**src/rtl/pdw_params.svh**
```systemverilog
// constants for power-down and wake-up control
// Operation
// RL1: only the halt instruction enters power-down
// RL2: halt stops oscillator, holds execution at halt
// RL3: memory, registers and ports kept while down
// RL4: halt clears watchdog; runs only on own oscillator
// RL5: halt sets power-down flag, clears expired flag
// RL6: wake on reset, pin fall, interrupt, watchdog
// RL7: external reset wake gives full system reset
// RL8: watchdog wake sets expired, resets pc, sp
// RL9: power-down flag cleared by power-up, clear-watchdog
// RL10: each port pin has its own wake enable
// RL11: pin wake resumes after halt, no reset
// RL12: masked or stack-full interrupt resumes, stays pending
// RL13: enabled interrupt with stack room takes entry
// RL14: interrupt pending before halt cannot wake
// RL15: wait 1024 system clocks after any wake
// RL16: interrupt entry one cycle after the delay
// RL17: next instruction runs right after the delay
// RL18: frequency select bit chooses core clock rate
// RL19: watchdog oscillator runs while down unless disabled
// RL20: normal watchdog expiry sets flag, keeps power-down
// RL21: restart counter stalls core until terminal count
`ifndef PDW_PARAMS_SVH
`define PDW_PARAMS_SVH
`define PDW_ADR_CTRL        4'h0
`define PDW_ADR_STAT        4'h4
`define PDW_CTRL_RST        11'h000
`define PDW_WAKE_EN_LSB     0
`define PDW_FREQ_BIT        8
`define PDW_RC_SEL_BIT      9
`define PDW_OSC_OFF_BIT     10
`define PDW_STAT_PDF_BIT    0
`define PDW_STAT_TO_BIT     1
`define PDW_STAT_ST_LSB     2
`define PDW_STAT_CAUSE_LSB  5
`define PDW_RESTART_PERIODS 1024
`define PDW_RESTART_CYC     (`PDW_RESTART_PERIODS * 1)
`define PDW_PIN_IDLE        8'hFF
`endif

```
**src/rtl/pdw_pkg.sv**
```systemverilog
// types for power-down and wake-up control
package pdw_pkg;
  typedef enum logic [2:0] {
    PDW_RUN   = 3'h0,
    PDW_HALT  = 3'h1,
    PDW_DELAY = 3'h2,
    PDW_IRQW  = 3'h3
  } pdw_state_t;

  typedef enum logic [2:0] {
    PDW_C_NONE = 3'h0,
    PDW_C_EXT  = 3'h1,
    PDW_C_WDT  = 3'h2,
    PDW_C_PIN  = 3'h3,
    PDW_C_IRQ  = 3'h4
  } pdw_cause_t;

  typedef struct packed {
    logic       osc_off;
    logic       rc_sel;
    logic       freq;
    logic [7:0] wake_en;
  } pdw_ctrl_t;
endpackage : pdw_pkg

```
**src/rtl/pdw_ctrl.sv**
```systemverilog
// power-down entry, wake-up detection and restart delay
`timescale 1ns/100ps
`include "pdw_params.svh"
module pdw_ctrl (
  // clock, reset, enable
  input  wire logic        ref_clk,
  input  wire logic        rst,
  input  wire logic        clk_en,
  // wishbone slave
  input  wire logic        wb_cyc_i,
  input  wire logic        wb_stb_i,
  input  wire logic        wb_we_i,
  input  wire logic [3:0]  wb_adr_i,
  input  wire logic [3:0]  wb_sel_i,
  input  wire logic [31:0] wb_dat_i,
  output logic      [31:0] wb_dat_o,
  output logic             wb_ack_o,
  // core
  input  wire logic        halt_exec,
  input  wire logic        clr_wdt_exec,
  input  wire logic        stack_full,
  output logic             core_stall_o,
  output logic             resume_o,
  output logic             irq_entry_o,
  output logic             full_rst_o,
  output logic             pc_sp_rst_o,
  // wake sources
  input  wire logic        ext_rst_n_pin,
  input  wire logic [7:0]  port_pin,
  input  wire logic [3:0]  irq_req,
  input  wire logic [3:0]  irq_en,
  input  wire logic        wdt_ovf,
  // clocks and watchdog
  output logic             sys_osc_en_o,
  output logic             core_freq_select,
  output logic             freeze_o,
  output logic             wdt_clr_o,
  output logic             wdt_run_o,
  output logic             wdt_osc_en_o,
  // flags
  output logic             power_down_flag,
  output logic             watchdog_expired_flag
);

  localparam logic [9:0] TERM_CNT = 10'(`PDW_RESTART_CYC - 1);

  pdw_pkg::pdw_state_t st_r;
  pdw_pkg::pdw_cause_t cause_r;
  pdw_pkg::pdw_ctrl_t  ctrl_r;
  logic [9:0]          cnt_r;
  logic [3:0]          stale_r;
  logic [3:0]          wirq_r;
  logic                ack_r;
  logic [31:0]         dat_r;
  logic                ext_s1_r;
  logic                ext_s2_r;
  logic                ext_d_r;
  logic [7:0]          pin_s1_r;
  logic [7:0]          pin_s2_r;
  logic [7:0]          pin_d_r;
  logic                pdf_r;
  logic                to_r;
  logic                resume_r;
  logic                irq_entry_r;
  logic                full_rst_r;
  logic                pc_sp_rst_r;
  logic                wdt_clr_r;

  logic                ext_go;
  logic [7:0]          pin_fall;
  logic [3:0]          irq_fresh;
  logic                wdt_go;
  logic                term;
  logic                take_irq;
  logic                halt_go;
  logic                bus_hit;

  // byte-lane merge for the control register
  function automatic logic [10:0] lane_merge(input logic [10:0] old,
                                             input logic [31:0] d,
                                             input logic [3:0]  sel);
    logic [10:0] v;
    v = old;
    if (sel[0])
    begin
      v[7:0] = d[7:0];
    end
    if (sel[1])
    begin
      v[10:8] = d[10:8];
    end
    return v;
  endfunction : lane_merge

  // read data for a byte address; unmapped reads as zero
  function automatic logic [31:0] rd_word(input logic [3:0] adr,
                                          input logic [10:0] c,
                                          input logic [7:0] s);
    if (adr == `PDW_ADR_CTRL)
    begin
      return {21'h000000, c};
    end
    else if (adr == `PDW_ADR_STAT)
    begin
      return {24'h000000, s};
    end
    else
    begin
      return 32'h00000000;
    end
  endfunction : rd_word

  // async pins pass two flops before any logic reads them
  always_ff @(posedge ref_clk)
  begin
    if (rst)
    begin
      ext_s1_r <= 1'b1;
      ext_s2_r <= 1'b1;
      ext_d_r  <= 1'b1;
      pin_s1_r <= `PDW_PIN_IDLE;
      pin_s2_r <= `PDW_PIN_IDLE;
      pin_d_r  <= `PDW_PIN_IDLE;
    end
    else if (clk_en)
    begin
      ext_s1_r <= ext_rst_n_pin;
      ext_s2_r <= ext_s1_r;
      ext_d_r  <= ext_s2_r;
      pin_s1_r <= port_pin;
      pin_s2_r <= pin_s1_r;
      pin_d_r  <= pin_s2_r;
    end
  end

  assign ext_go    = ext_d_r & ~ext_s2_r;
  assign pin_fall  = pin_d_r & ~pin_s2_r & ctrl_r.wake_en; // RL10
  assign irq_fresh = irq_req & ~stale_r; // RL14
  assign wdt_go    = wdt_ovf & wdt_run_o;
  assign term      = (cnt_r == TERM_CNT);
  assign take_irq  = |(wirq_r & irq_en) & ~stack_full; // RL13
  assign halt_go   = (st_r == pdw_pkg::PDW_RUN) & halt_exec; // RL1
  assign bus_hit   = wb_cyc_i & wb_stb_i & ~ack_r;

  // sequencer: run, halted, restart delay, interrupt wait
  always_ff @(posedge ref_clk)
  begin
    if (rst)
    begin
      st_r    <= pdw_pkg::PDW_RUN;
      cause_r <= pdw_pkg::PDW_C_NONE;
      cnt_r   <= 10'h000;
      stale_r <= 4'h0;
      wirq_r  <= 4'h0;
    end
    else if (clk_en)
    begin
      case (st_r)
        pdw_pkg::PDW_RUN:
        begin
          if (halt_go)
          begin
            st_r    <= pdw_pkg::PDW_HALT; // RL1
            stale_r <= irq_req; // RL14
          end
        end
        pdw_pkg::PDW_HALT:
        begin
          cnt_r <= 10'h000;
          if (ext_go)
          begin
            st_r    <= pdw_pkg::PDW_DELAY; // RL6
            cause_r <= pdw_pkg::PDW_C_EXT;
          end
          else if (wdt_go)
          begin
            st_r    <= pdw_pkg::PDW_DELAY; // RL6
            cause_r <= pdw_pkg::PDW_C_WDT;
          end
          else if (|pin_fall)
          begin
            st_r    <= pdw_pkg::PDW_DELAY; // RL6
            cause_r <= pdw_pkg::PDW_C_PIN;
          end
          else if (|irq_fresh)
          begin
            st_r    <= pdw_pkg::PDW_DELAY; // RL6
            cause_r <= pdw_pkg::PDW_C_IRQ;
            wirq_r  <= irq_fresh;
          end
        end
        pdw_pkg::PDW_DELAY:
        begin
          // counts on the restarted oscillator; core stays stalled
          if (term) // RL21
          begin
            if (cause_r == pdw_pkg::PDW_C_IRQ && take_irq)
            begin
              st_r <= pdw_pkg::PDW_IRQW; // RL16
            end
            else
            begin
              st_r <= pdw_pkg::PDW_RUN; // RL17
            end
          end
          else
          begin
            cnt_r <= cnt_r + 10'h001; // RL15
          end
        end
        pdw_pkg::PDW_IRQW:
        begin
          st_r <= pdw_pkg::PDW_RUN;
        end
        default:
        begin
          st_r <= pdw_pkg::PDW_RUN;
        end
      endcase
    end
  end

  // one-cycle actions toward the core and watchdog
  always_ff @(posedge ref_clk)
  begin
    if (rst)
    begin
      resume_r    <= 1'b0;
      irq_entry_r <= 1'b0;
      full_rst_r  <= 1'b0;
      pc_sp_rst_r <= 1'b0;
      wdt_clr_r   <= 1'b0;
    end
    else if (clk_en)
    begin
      // interrupt request flag is left pending, not cleared here
      resume_r    <= (st_r == pdw_pkg::PDW_DELAY) & term &
                     ((cause_r == pdw_pkg::PDW_C_PIN) |
                      ((cause_r == pdw_pkg::PDW_C_IRQ) & ~take_irq)); // RL11 RL12
      irq_entry_r <= (st_r == pdw_pkg::PDW_IRQW); // RL13
      full_rst_r  <= ((st_r == pdw_pkg::PDW_RUN) & (ext_go | wdt_go)) |
                     ((st_r == pdw_pkg::PDW_DELAY) & term &
                      (cause_r == pdw_pkg::PDW_C_EXT)); // RL7
      pc_sp_rst_r <= (st_r == pdw_pkg::PDW_DELAY) & term &
                     (cause_r == pdw_pkg::PDW_C_WDT); // RL8
      wdt_clr_r   <= halt_go; // RL4
    end
  end

  // status flags; a set in the same cycle as a clear wins
  always_ff @(posedge ref_clk)
  begin
    if (rst)
    begin
      pdf_r <= 1'b0; // RL9
      to_r  <= 1'b0;
    end
    else if (clk_en)
    begin
      if (halt_go)
      begin
        pdf_r <= 1'b1; // RL5
      end
      else if (clr_wdt_exec | ext_go)
      begin
        pdf_r <= 1'b0; // RL9
      end
      if (wdt_go)
      begin
        to_r <= 1'b1; // RL8 RL20
      end
      else if (halt_go | ext_go)
      begin
        to_r <= 1'b0; // RL5
      end
    end
  end

  // wishbone slave: one wait cycle, ack drops the cycle after
  always_ff @(posedge ref_clk)
  begin
    if (rst)
    begin
      ack_r  <= 1'b0;
      dat_r  <= 32'h00000000;
      ctrl_r <= `PDW_CTRL_RST;
    end
    else if (clk_en)
    begin
      ack_r <= bus_hit;
      if (bus_hit)
      begin
        dat_r <= rd_word(wb_adr_i, ctrl_r,
                         {cause_r, st_r, to_r, pdf_r});
      end
      // write lands on the edge where the master samples ack, not before
      if (wb_cyc_i && wb_stb_i && ack_r && wb_we_i && wb_adr_i == `PDW_ADR_CTRL)
      begin
        ctrl_r <= lane_merge(ctrl_r, wb_dat_i, wb_sel_i);
      end
    end
  end

  assign wb_ack_o              = ack_r;
  assign wb_dat_o              = dat_r;
  assign core_stall_o          = (st_r != pdw_pkg::PDW_RUN); // RL2 RL21
  assign sys_osc_en_o          = (st_r != pdw_pkg::PDW_HALT); // RL2
  assign freeze_o              = (st_r == pdw_pkg::PDW_HALT); // RL3
  assign wdt_run_o             = (st_r != pdw_pkg::PDW_HALT) |
                                 (ctrl_r.rc_sel & ~ctrl_r.osc_off); // RL4
  assign wdt_osc_en_o          = ~ctrl_r.osc_off; // RL19
  assign core_freq_select      = ctrl_r.freq; // RL18
  assign resume_o              = resume_r;
  assign irq_entry_o           = irq_entry_r;
  assign full_rst_o            = full_rst_r;
  assign pc_sp_rst_o           = pc_sp_rst_r;
  assign wdt_clr_o             = wdt_clr_r;
  assign power_down_flag       = pdf_r;
  assign watchdog_expired_flag = to_r;
endmodule : pdw_ctrl

```
**config.mk**
```make
export PLATFORM = sky130hd
export DESIGN_NAME = pdw_ctrl
export DESIGN_NICKNAME = d
export VERILOG_FILES = /design/src/rtl/pdw_pkg.sv /design/src/rtl/pdw_ctrl.sv
export VERILOG_INCLUDE_DIRS = /design/src /design/src/rtl
export SDC_FILE = /design/constraint.sdc
export NUM_CORES = 1
export LEC_CHECK = 0
export ABC_AREA = 1
export BUFFER_PORTS_ARGS = -buffer_cell sky130_fd_sc_hd__buf_2
export CORE_ASPECT_RATIO = 1.75
export CORE_MARGIN = 2
export CORE_UTILIZATION = 30
export DETAILED_ROUTE_END_ITERATION = 7
export HOLD_SLACK_MARGIN = 0.05
export PLACE_DENSITY = 0.64
export SLEW_MARGIN = 0
export SYNTH_ARGS = -nofsm -noshare
export SYNTH_HDL_FRONTEND = slang
export SYNTH_SLANG_ARGS = --single-unit
export TNS_END_PERCENT = 1
```
**constraint.sdc**
```tcl
create_clock -name ref_clk -period 2.3 [get_ports ref_clk]
set_input_delay 0.23 -clock ref_clk [delete_from_list [all_inputs] [get_ports ref_clk]]
set_output_delay 0.23 -clock ref_clk [all_outputs]
set_load 0.005 [all_outputs]
```
# ---- Word-level counts from Yosys, hierarchy flattened
# Cells that the tools add are included.
dict set report totals {
  ff_bits 102
  input_bits 67
  output_inout_bits 46
  wordCells 117
}
dict set report classes {
  n_addsub 1
  eq_ne 14
  muxes 20
  bitwise 33
  n_reduce_logical 25
}
# cell n
set op_table {}
lappend op_table {{two-way mux 3 bit} 10}
lappend op_table {{case mux 10 bit (2 select lines)} 1}
lappend op_table {{bitwise AND 8 bit} 2}
lappend op_table {{AND reduction 3 bit} 5}
lappend op_table {{bitwise AND 1 bit} 13}
lappend op_table {{== test 3 x 2 -> 1 bit (second input constant)} 4}
lappend op_table {{two-way mux 11 bit} 1}
lappend op_table {{adder 10 x 1 -> 10 bit (second input constant)} 1}
lappend op_table {{== test 10 bit (second input constant)} 1}
lappend op_table {{two-way mux 10 bit} 1}
lappend op_table {{case mux 3 bit (3 select lines)} 1}
lappend op_table {{bitwise AND 4 bit} 2}
lappend op_table {{two-way mux 8 bit} 1}
lappend op_table {{inverter 1 bit} 8}
lappend op_table {{inverter 8 bit} 1}
lappend op_table {{OR reduction 4 bit} 2}
lappend op_table {{OR reduction 8 bit} 1}
lappend op_table {{== test 3 x 1 -> 1 bit (second input constant)} 2}
lappend op_table {{!= test 2 bit (second input constant)} 3}
lappend op_table {{bitwise OR 1 bit} 6}
lappend op_table {{AND reduction 2 bit} 3}
lappend op_table {{AND reduction 6 bit} 1}
lappend op_table {{nonzero test 2 bit} 3}
lappend op_table {{logical AND 1 bit} 5}
lappend op_table {{12 further kinds} 15}

# ---- Logic depth before layout (Yosys ltp)
# Gate-level depths: netlist of run 1.
dict set report logic_depth {
  depth_word 8
  ltp_mapped 11
  depth_no_buf 11
}

# ---- Worst setup path before layout of run 1
# Ideal clock, no wire load.
dict set report synth_path {
  path_type {register to register}
  startpoint {register cnt_r[0]}
  endpoint {register cnt_r[2]}
  setup_ns 0.116
  arrival_time_ns 1.349
  slack_ns 0.835
  stages_incl_launch_ff 11
  path_buffers 0
  synth_period_minus_slack_ns 1.465
  path_cell_list {dfxtp_1 -> ha_1 -> nand3_1 -> nor2_2 -> nand3_1 -> nand2_1 -> nor2_2 -> inv_2 -> nand2_2 -> nor2_1 -> nor2_1}
}
dict set report synth_between {
  elab_chain_len 3
  elab_cells_between_ends 6
  cone_classes {add/sub (1); eq/ne (2); mux (2); reduce/logical (1)}
}
# element line_no
set synth_lines {}
lappend synth_lines {{from (decl)} pdw_ctrl.sv:50} ;# logic [9:0] cnt_r;
lappend synth_lines {{from (signal assigned)} pdw_ctrl.sv:208} ;# cnt_r <= cnt_r + 10'h001;
lappend synth_lines {{adder 10 x 1 -> 10 bit or == test 10 bit (tied branches)} {pdw_ctrl.sv:208, pdw_ctrl.sv:140}}
lappend synth_lines {{two-way mux 10 bit or != test 2 bit (tied branches)} n/a}
lappend synth_lines {{case mux 10 bit (2 select lines) or AND reduction 3 bit (tied branches)} n/a}
# Several ways; a longest one is shown, not always the timed one. The select of a mux whose other input is x is not followed.
# A chain may end at the register's enable or synchronous reset.

# ---- Worst setup path in the final report of run 1
dict set report layout_path {
  startpoint {register cnt_r[0]}
  endpoint {register resume_r (netlist: resume_o)}
}
dict set report layout_between {
  elab_chain_len 3
}
# element line_no
set layout_lines {}
lappend layout_lines {{== test 10 bit} pdw_ctrl.sv:140} ;# assign term = (cnt_r == TERM_CNT);
lappend layout_lines {{bitwise AND 1 bit (2 in a row)} pdw_ctrl.sv:237} ;# resume_r <= (st_r == pdw_pkg::PDW_DELAY) & term &
lappend layout_lines {{to (signal assigned)} pdw_ctrl.sv:237}
lappend layout_lines {{to (decl)} pdw_ctrl.sv:63} ;# logic resume_r;
# No other way between the ends.

==> results of run 1 <==
Yosys cell counts:
library cell	count
inv_2	4
nor2_4	2
xor2_1	2
a31oi_1	5
nand4_1	7
nor3b_1	2
clkinv_1	1
buf_2	2
buf_1	2
o21ai_1	2
nand3b_1	1
a21oi_1	47
nand2_2	5
nand3_1	41
nand2_1	134
nor3_4	1
nor2_2	3
nor4_4	1
clkbuf_1	15
inv_1	45
xnor2_1	1
nor4_1	1
nor2_1	39
conb_1	1
nor3_1	6
a22oi_1	4
nand2_4	1
dfxtp_1	80
o211ai_1	7
buf_4	22
o21ai_0	24
ha_1	1
worst register-to-register path, stage by stage (launching register included):
cell     delay [ns]
dfxtp_1        0.38
ha_1           0.20
nand3_1        0.15
nor2_2         0.26
nand3_1        0.11
nor3_1         0.34
o21ai_0        0.21
a21oi_1        0.15
layer usage:
layer  up-vias  routed length [um]  track usage, %
met5         -                   0               0
met2        86                5250            27.9
met1      1598                3620            15.5
li1       1736                   -               -
met4         0                 364            8.23
met3        24                 319            2.15
cells in the final DEF (no fill, tap or decap):
| cell | n |
|---|---|
| nand3b_1 | 1 |
| xnor2_1 | 1 |
| o211ai_1 | 7 |
| xor2_1 | 2 |
| dfxtp_1 | 80 |
| o21ai_0 | 24 |
| nand2_4 | 1 |
| a31oi_1 | 5 |
| nor2_1 | 39 |
| nand2_2 | 5 |
| a22oi_1 | 4 |
| a21oi_1 | 47 |
| clkinv_2 | 1 |
| nand3_1 | 41 |
| clkbuf_1 | 2 |
| inv_2 | 4 |
| nand4_1 | 7 |
| nor3_1 | 6 |
| nor4_1 | 1 |
| conb_1 | 21 |
| nor4_4 | 1 |
| inv_1 | 45 |
| nor2_4 | 2 |
| nand2_1 | 134 |
| clkinvlp_4 | 1 |
| nor2_2 | 3 |
| nor3_4 | 1 |
| clkbuf_16 | 9 |
| nor3b_1 | 2 |
| buf_4 | 6 |
| buf_2 | 68 |
| ha_1 | 1 |
| o21ai_1 | 2 |
| clkbuf_8 | 3 |
| clkinv_1 | 1 |
sequential cells by signal, summed over array words and instances (netlist names), 2 cells and up:
register  flops
wirq_r        4
cnt_r        10
cause_r       3
wb_dat_o     11
pin_s1_r      8
pin_s2_r      8
pin_d_r       8
st_r          2
ctrl_r       10
stale_r       4
power by group through the flow:
stage          Clock [W]  Combinational [W]  Sequential, W
5_1_grt          0.00143           0.000454        0.00151
3_5_place_dp           0           0.000401        0.00153
2_1_floorplan          0           0.000287        0.00152
3_3_place_gp           0           0.000390        0.00153
6_report         0.00135           0.000399        0.00150
4_1_cts          0.00137           0.000402        0.00150
kinds of logic after synthesis:
kind of cell | Yosys count
XOR/XNOR | 3
other | 1
buffers and inverters | 91
adder cells (fa/ha/maj) | 1
flip-flops | 80
AND/OR/NAND/NOR | 244
AO/OA/AOI/OAI | 89
layout make-up:
type                    instances  share of cell area, %
multi-input cells             358                   38.9
well taps                     137                   3.98
clock inverters                 2                  0.290
clock buffers                  14                   6.36
flip-flops and latches         80                   37.2
repair buffers                 74                   8.95
inverters                      50                   4.36
path summary, 6_finish.rpt:
| kind | slack [ns] | end | startpoint | depth (start not counted) |
|---|---|---|---|---|
| min reg2reg | 0.46 | pin_s1_r[3] | pin_s1_r[3] | 2 |
| min | 0.11 | pin_s1_r[2] | port_pin[2] | 3 |
| max | 0.45 | resume_o | cnt_r[0] | 7 |
| max reg2reg | 0.45 | resume_o | cnt_r[0] | 7 |
through the flow:
stage | utilization [%] | worst slack (ns) | hold WS [ns] | cells
3_5_place_dp | 33.7 | 0.452 | 0.443 | 699
4_1_cts | 36.1 | 0.439 | 0.103 | 715
3_3_place_gp | 33.7 | 0.482 | 0.437 | 699
6_report | 36.1 | 0.451 | 0.108 | 715
5_1_grt | 36.1 | 0.297 | 0.112 | 715
2_1_floorplan | - | 0.835 | 0.356 | 529
==> results.ini, run 1 <==
[clock_tree]
postCtsSetupBuffers=0
htree_levels=3
numClockSinks=80
clockBufferDepth=2
cts_resized=0
insertion_delay_ns=0.33
ctsRootBufferMaster=clkbuf_16
numCtsBuffers=9
ctsHoldBuffers=0
cts_tree=done
cts.clk_slew.worst_paths_ns=0.06

[yosys]
synth_area_per_cell_um2=7.13
ys_ff_latch=80
yosys_warnings=0
synth_top_family_by_area=simple AND/OR/NAND/NOR gates
synth-adder-area-share_pct=0.345
synthTopCellsByArea=dfxtp_1, nand2_1, a21oi_1
syn_inst=509
yosys.area_share.simple_pct=29.7
synth-compound-area-share_pct=13.2
syn_area_um2=3630
yosysTopAreaCell=dfxtp_1
synth_xor_area_share_pct=0.724
synth_cell_types=32
ys_seq_area_share_pct=44.1
muxShareOfSynthArea_pct=0
synth_top_cell_area_share_pct=44.1

[sta]
fin_tns_setup_ns=0
hold_viol_final=0
setup_viol=0
finClkSkew_ns=0.00548
clock.fmax_mhz=541
period_share_pct=80.4
tightest_slew_ns=0.560
rsz0062_at_grt=false
maxSlewViolCount=0
relSlewSlack_pct=62.4
period_minus_slack_ns=1.85

[power]
power.switching_w=0.000837
swShare_pct=25.7
p_comb_share_pct=12.3
clkPwrFrac_pct=41.5
ir_drop_v=0.000477
p_int_w=0.00241
total_power_w=0.00325
power.leakage_nw=1.96
p_seq_share_pct=46.2
p_per_area_nw_per_um2=754

[grt]
grt_max_degree=40
grt_pass1_wl_um=15000
grt_pass1_vias=3227
antenna_found_initial=0
grt_usage_pct=14.9
grt_overflow=0

[critical_path]
worstSetupPathType=reg -> reg
start_kind=flip-flop
crit_arrival_ns=2.11
cp_max_fo=6
worst_path_largest_cell_delay_ns=0.38
cp-end-kind=flip-flop
worstPathCellList=ha_1 > nand3_1 > nor2_2 > nand3_1 > nor3_1 > o21ai_0 > a21oi_1
cp_top_family=simple AND/OR/NAND/NOR gates
cp_common_cell=nand3_1
cp.required_ns=2.56
crit_buf_inv=0
slowest_stage=dfxtp_1

[floorplanning]
core_area_um2=11900
initial_utilization_pct=30.4
die_x_um=87.1
dieArea_um2=13000
ioPinCount=113
die_y_um=149
rows=53

[layout]
drive_above_1_share_pct=18.2
fill_cells=1301
stdcell_area_um2=4310
seq_area_um2=1600
syn_to_final_growth_pct=18.7
nets=641
diodes=0
multi_input_area_um2=1680

[detailed_routing]
vias=3444
drtPass1Iterations=4
drtIter0Drc=153
routedWlPerCell_um=13.4
totalWireLength_um=9550
drt_drc_violations_left=0
ant_nets=0
avgViaCountPerCell=4.82

[place]
place.gp.congestion=0.846
dpl-instance-area_um2=4020
port_buffers=68
dp_hpwl_um=7270

[flow_run]
cap_violations=0

[outcome]
status=completed

[worst_hold_path]
hp-class=in -> reg

(Power assumes the default switching activity.)
==> run 2, diff against run 1 <==
--- a/config.mk
+++ b/config.mk
@@ -13,7 +13,7 @@
 export CORE_UTILIZATION = 30
 export DETAILED_ROUTE_END_ITERATION = 7
 export HOLD_SLACK_MARGIN = 0.05
-export PLACE_DENSITY = 0.64
+export PLACE_DENSITY = 0.65
 export SLEW_MARGIN = 0
 export SYNTH_ARGS = -nofsm -noshare
 export SYNTH_HDL_FRONTEND = slang
==> constraint.sdc (replaced) <==
create_clock -name ref_clk -period 1.6 [get_ports ref_clk]
set_input_delay 0.16 -clock ref_clk [delete_from_list [all_inputs] [get_ports ref_clk]]
set_output_delay 0.16 -clock ref_clk [all_outputs]
set_load 0.005 [all_outputs]
==> run 2 against run 1 <==
Count of clock-buffer cells in the layout down 2; sequential cell count unchanged; maximum frequency up 22%; power up 51%; first-iteration DRC count up 2.0%; non-clock buffer count up 22; routed wire length up 3.2%; via count up 2.2%; clock power up 56%; worst setup slack worse by 0.37 ns; worst hold slack worse by 0.013 ns.
==> results.ini, run 2 (synthesized netlist as in run 1, its figures left out) <==
[outcome]
status=completed

[floorplanning]
rows=53
initial_utilization_pct=30.4
die_x_um=87.1
die_y_um=149
ioPinCount=113
core_area_um2=11900
dieArea_um2=13000

[sta]
rsz0062_at_grt=true
clock.fmax_mhz=658
period_share_pct=95.1
hold_viol_final=0
finClkSkew_ns=0.00585
setup_viol=0
period_minus_slack_ns=1.52
maxSlewViolCount=0

[detailed_routing]
drt_drc_violations_left=0
vias=3521
totalWireLength_um=9850
avgViaCountPerCell=4.78
routedWlPerCell_um=13.4
drtIter0Drc=156
drtPass1Iterations=4
ant_nets=0

[layout]
nets=663
finalNonFillerCells=737
syn_to_final_growth_pct=27.0
postLayoutCoreUtil_pct=38.6
drive_above_1_share_pct=22.7
layout.cells.most_common_list=nand2_1, dfxtp_1, buf_2
stdcell_area_um2=4610
largest_register_ffs=11
diodes=0
final_common_cell=nand2_1

[power]
p_per_area_nw_per_um2=1070
ir_drop_v=0.000547
power.leakage_nw=2.07
total_power_w=0.00492

[grt]
grt_usage_pct=15.7
met1_usage_pct=15.5
grt_pass1_vias=3614
use_met3_pct=3.09
grt_pass1_wl_um=16000
top_usage_layer=met2
grtUsageMet2_pct=29.3
grt_overflow=0
antenna_found_initial=0
grt_max_degree=40

[place]
port_buffers=68
dp_hpwl_um=7520
dp.cells=712
place.gp.congestion=0.862
dpl-instance-area_um2=4120

[worst_hold_path]
hp-class=in -> reg

[clock_tree]
insertion_delay_ns=0.34
postCtsSetupBuffers=0
htree_levels=3
ctsRootBufferMaster=clkbuf_16
clockBufferDepth=2
cts.clk_slew.worst_paths_ns=0.06
numCtsBuffers=9
numClockSinks=80
cts_tree=done

[critical_path]
crit_arrival_ns=1.80
cp.required_ns=1.88
cp-end-kind=flip-flop
worstSetupPathType=reg -> reg
start_kind=flip-flop
cp_max_fo=7

[flow_run]
cap_violations=0

[run 2: critical path: stages, from the launching register on]
cell,delay (ns)
dfxtp_4,0.36
ha_4,0.14
nand3_2,0.11
nor2_4,0.17
nand3_2,0.08
nand2_2,0.08
nor2_2,0.06
nor2_4,0.22
nand2_1,0.11
a21oi_2,0.13
[run 2: worst paths after layout]
path | startpoint | endpoint | slack [ns] | cells past startpoint
min | wb_dat_i[6] | ctrl_r[6] | 0.1 | 3
max | cnt_r[1] | cnt_r[4] | 0.08 | 9
max reg2reg | cnt_r[1] | cnt_r[4] | 0.08 | 9
min reg2reg | stale_r[1] | stale_r[1] | 0.45 | 2
[run 2: through the flow]
step | worst slack [ns] | hold slack, ns | setup TNS [ns]
after floorplan | 0.135 | 0.286 | 0
after global placement | 0.0466 | 0.376 | 0
after detailed placement | -0.000642 | 0.381 | -0.000642
after CTS | 0.00690 | 0.0840 | 0
after global routing | -0.0211 | 0.0903 | -0.0854
final | 0.0792 | 0.0953 | 0
[run 2: report_power, final]
part	leakage (nW)	switching [W]	internal, W
combinational	1.27	0.000398	0.000252
clock	0.141	0.000809	0.00129
sequential	0.656	0.0000679	0.00210
[run 2: routing by layer]
metal	part of all wire, %	vias up
met4	4.4	0
met3	3.9	31
met1	37	1620
met2	55	93
met5	0	-
li1	-	1777
[run 2: final cells by class]
type / instances / area, um^2
Clock buffer: 12 / 256
Inverter: 50 / 188
Multi-Input combinational cell: 358 / 1760
Tap cell: 137 / 171
Sequential cell: 80 / 1610
Fill cell: 1263 / 7330
Timing Repair Buffer: 96 / 573
Clock inverter: 4 / 52.6
[run 2: repair_timing]
item	4_1_cts	5_1_grt
hold buffers	9	0
endpoints found under the hold margin	9	0
resized for setup	1	24
endpoints found under the setup margin	1	28
pin swaps	0	6
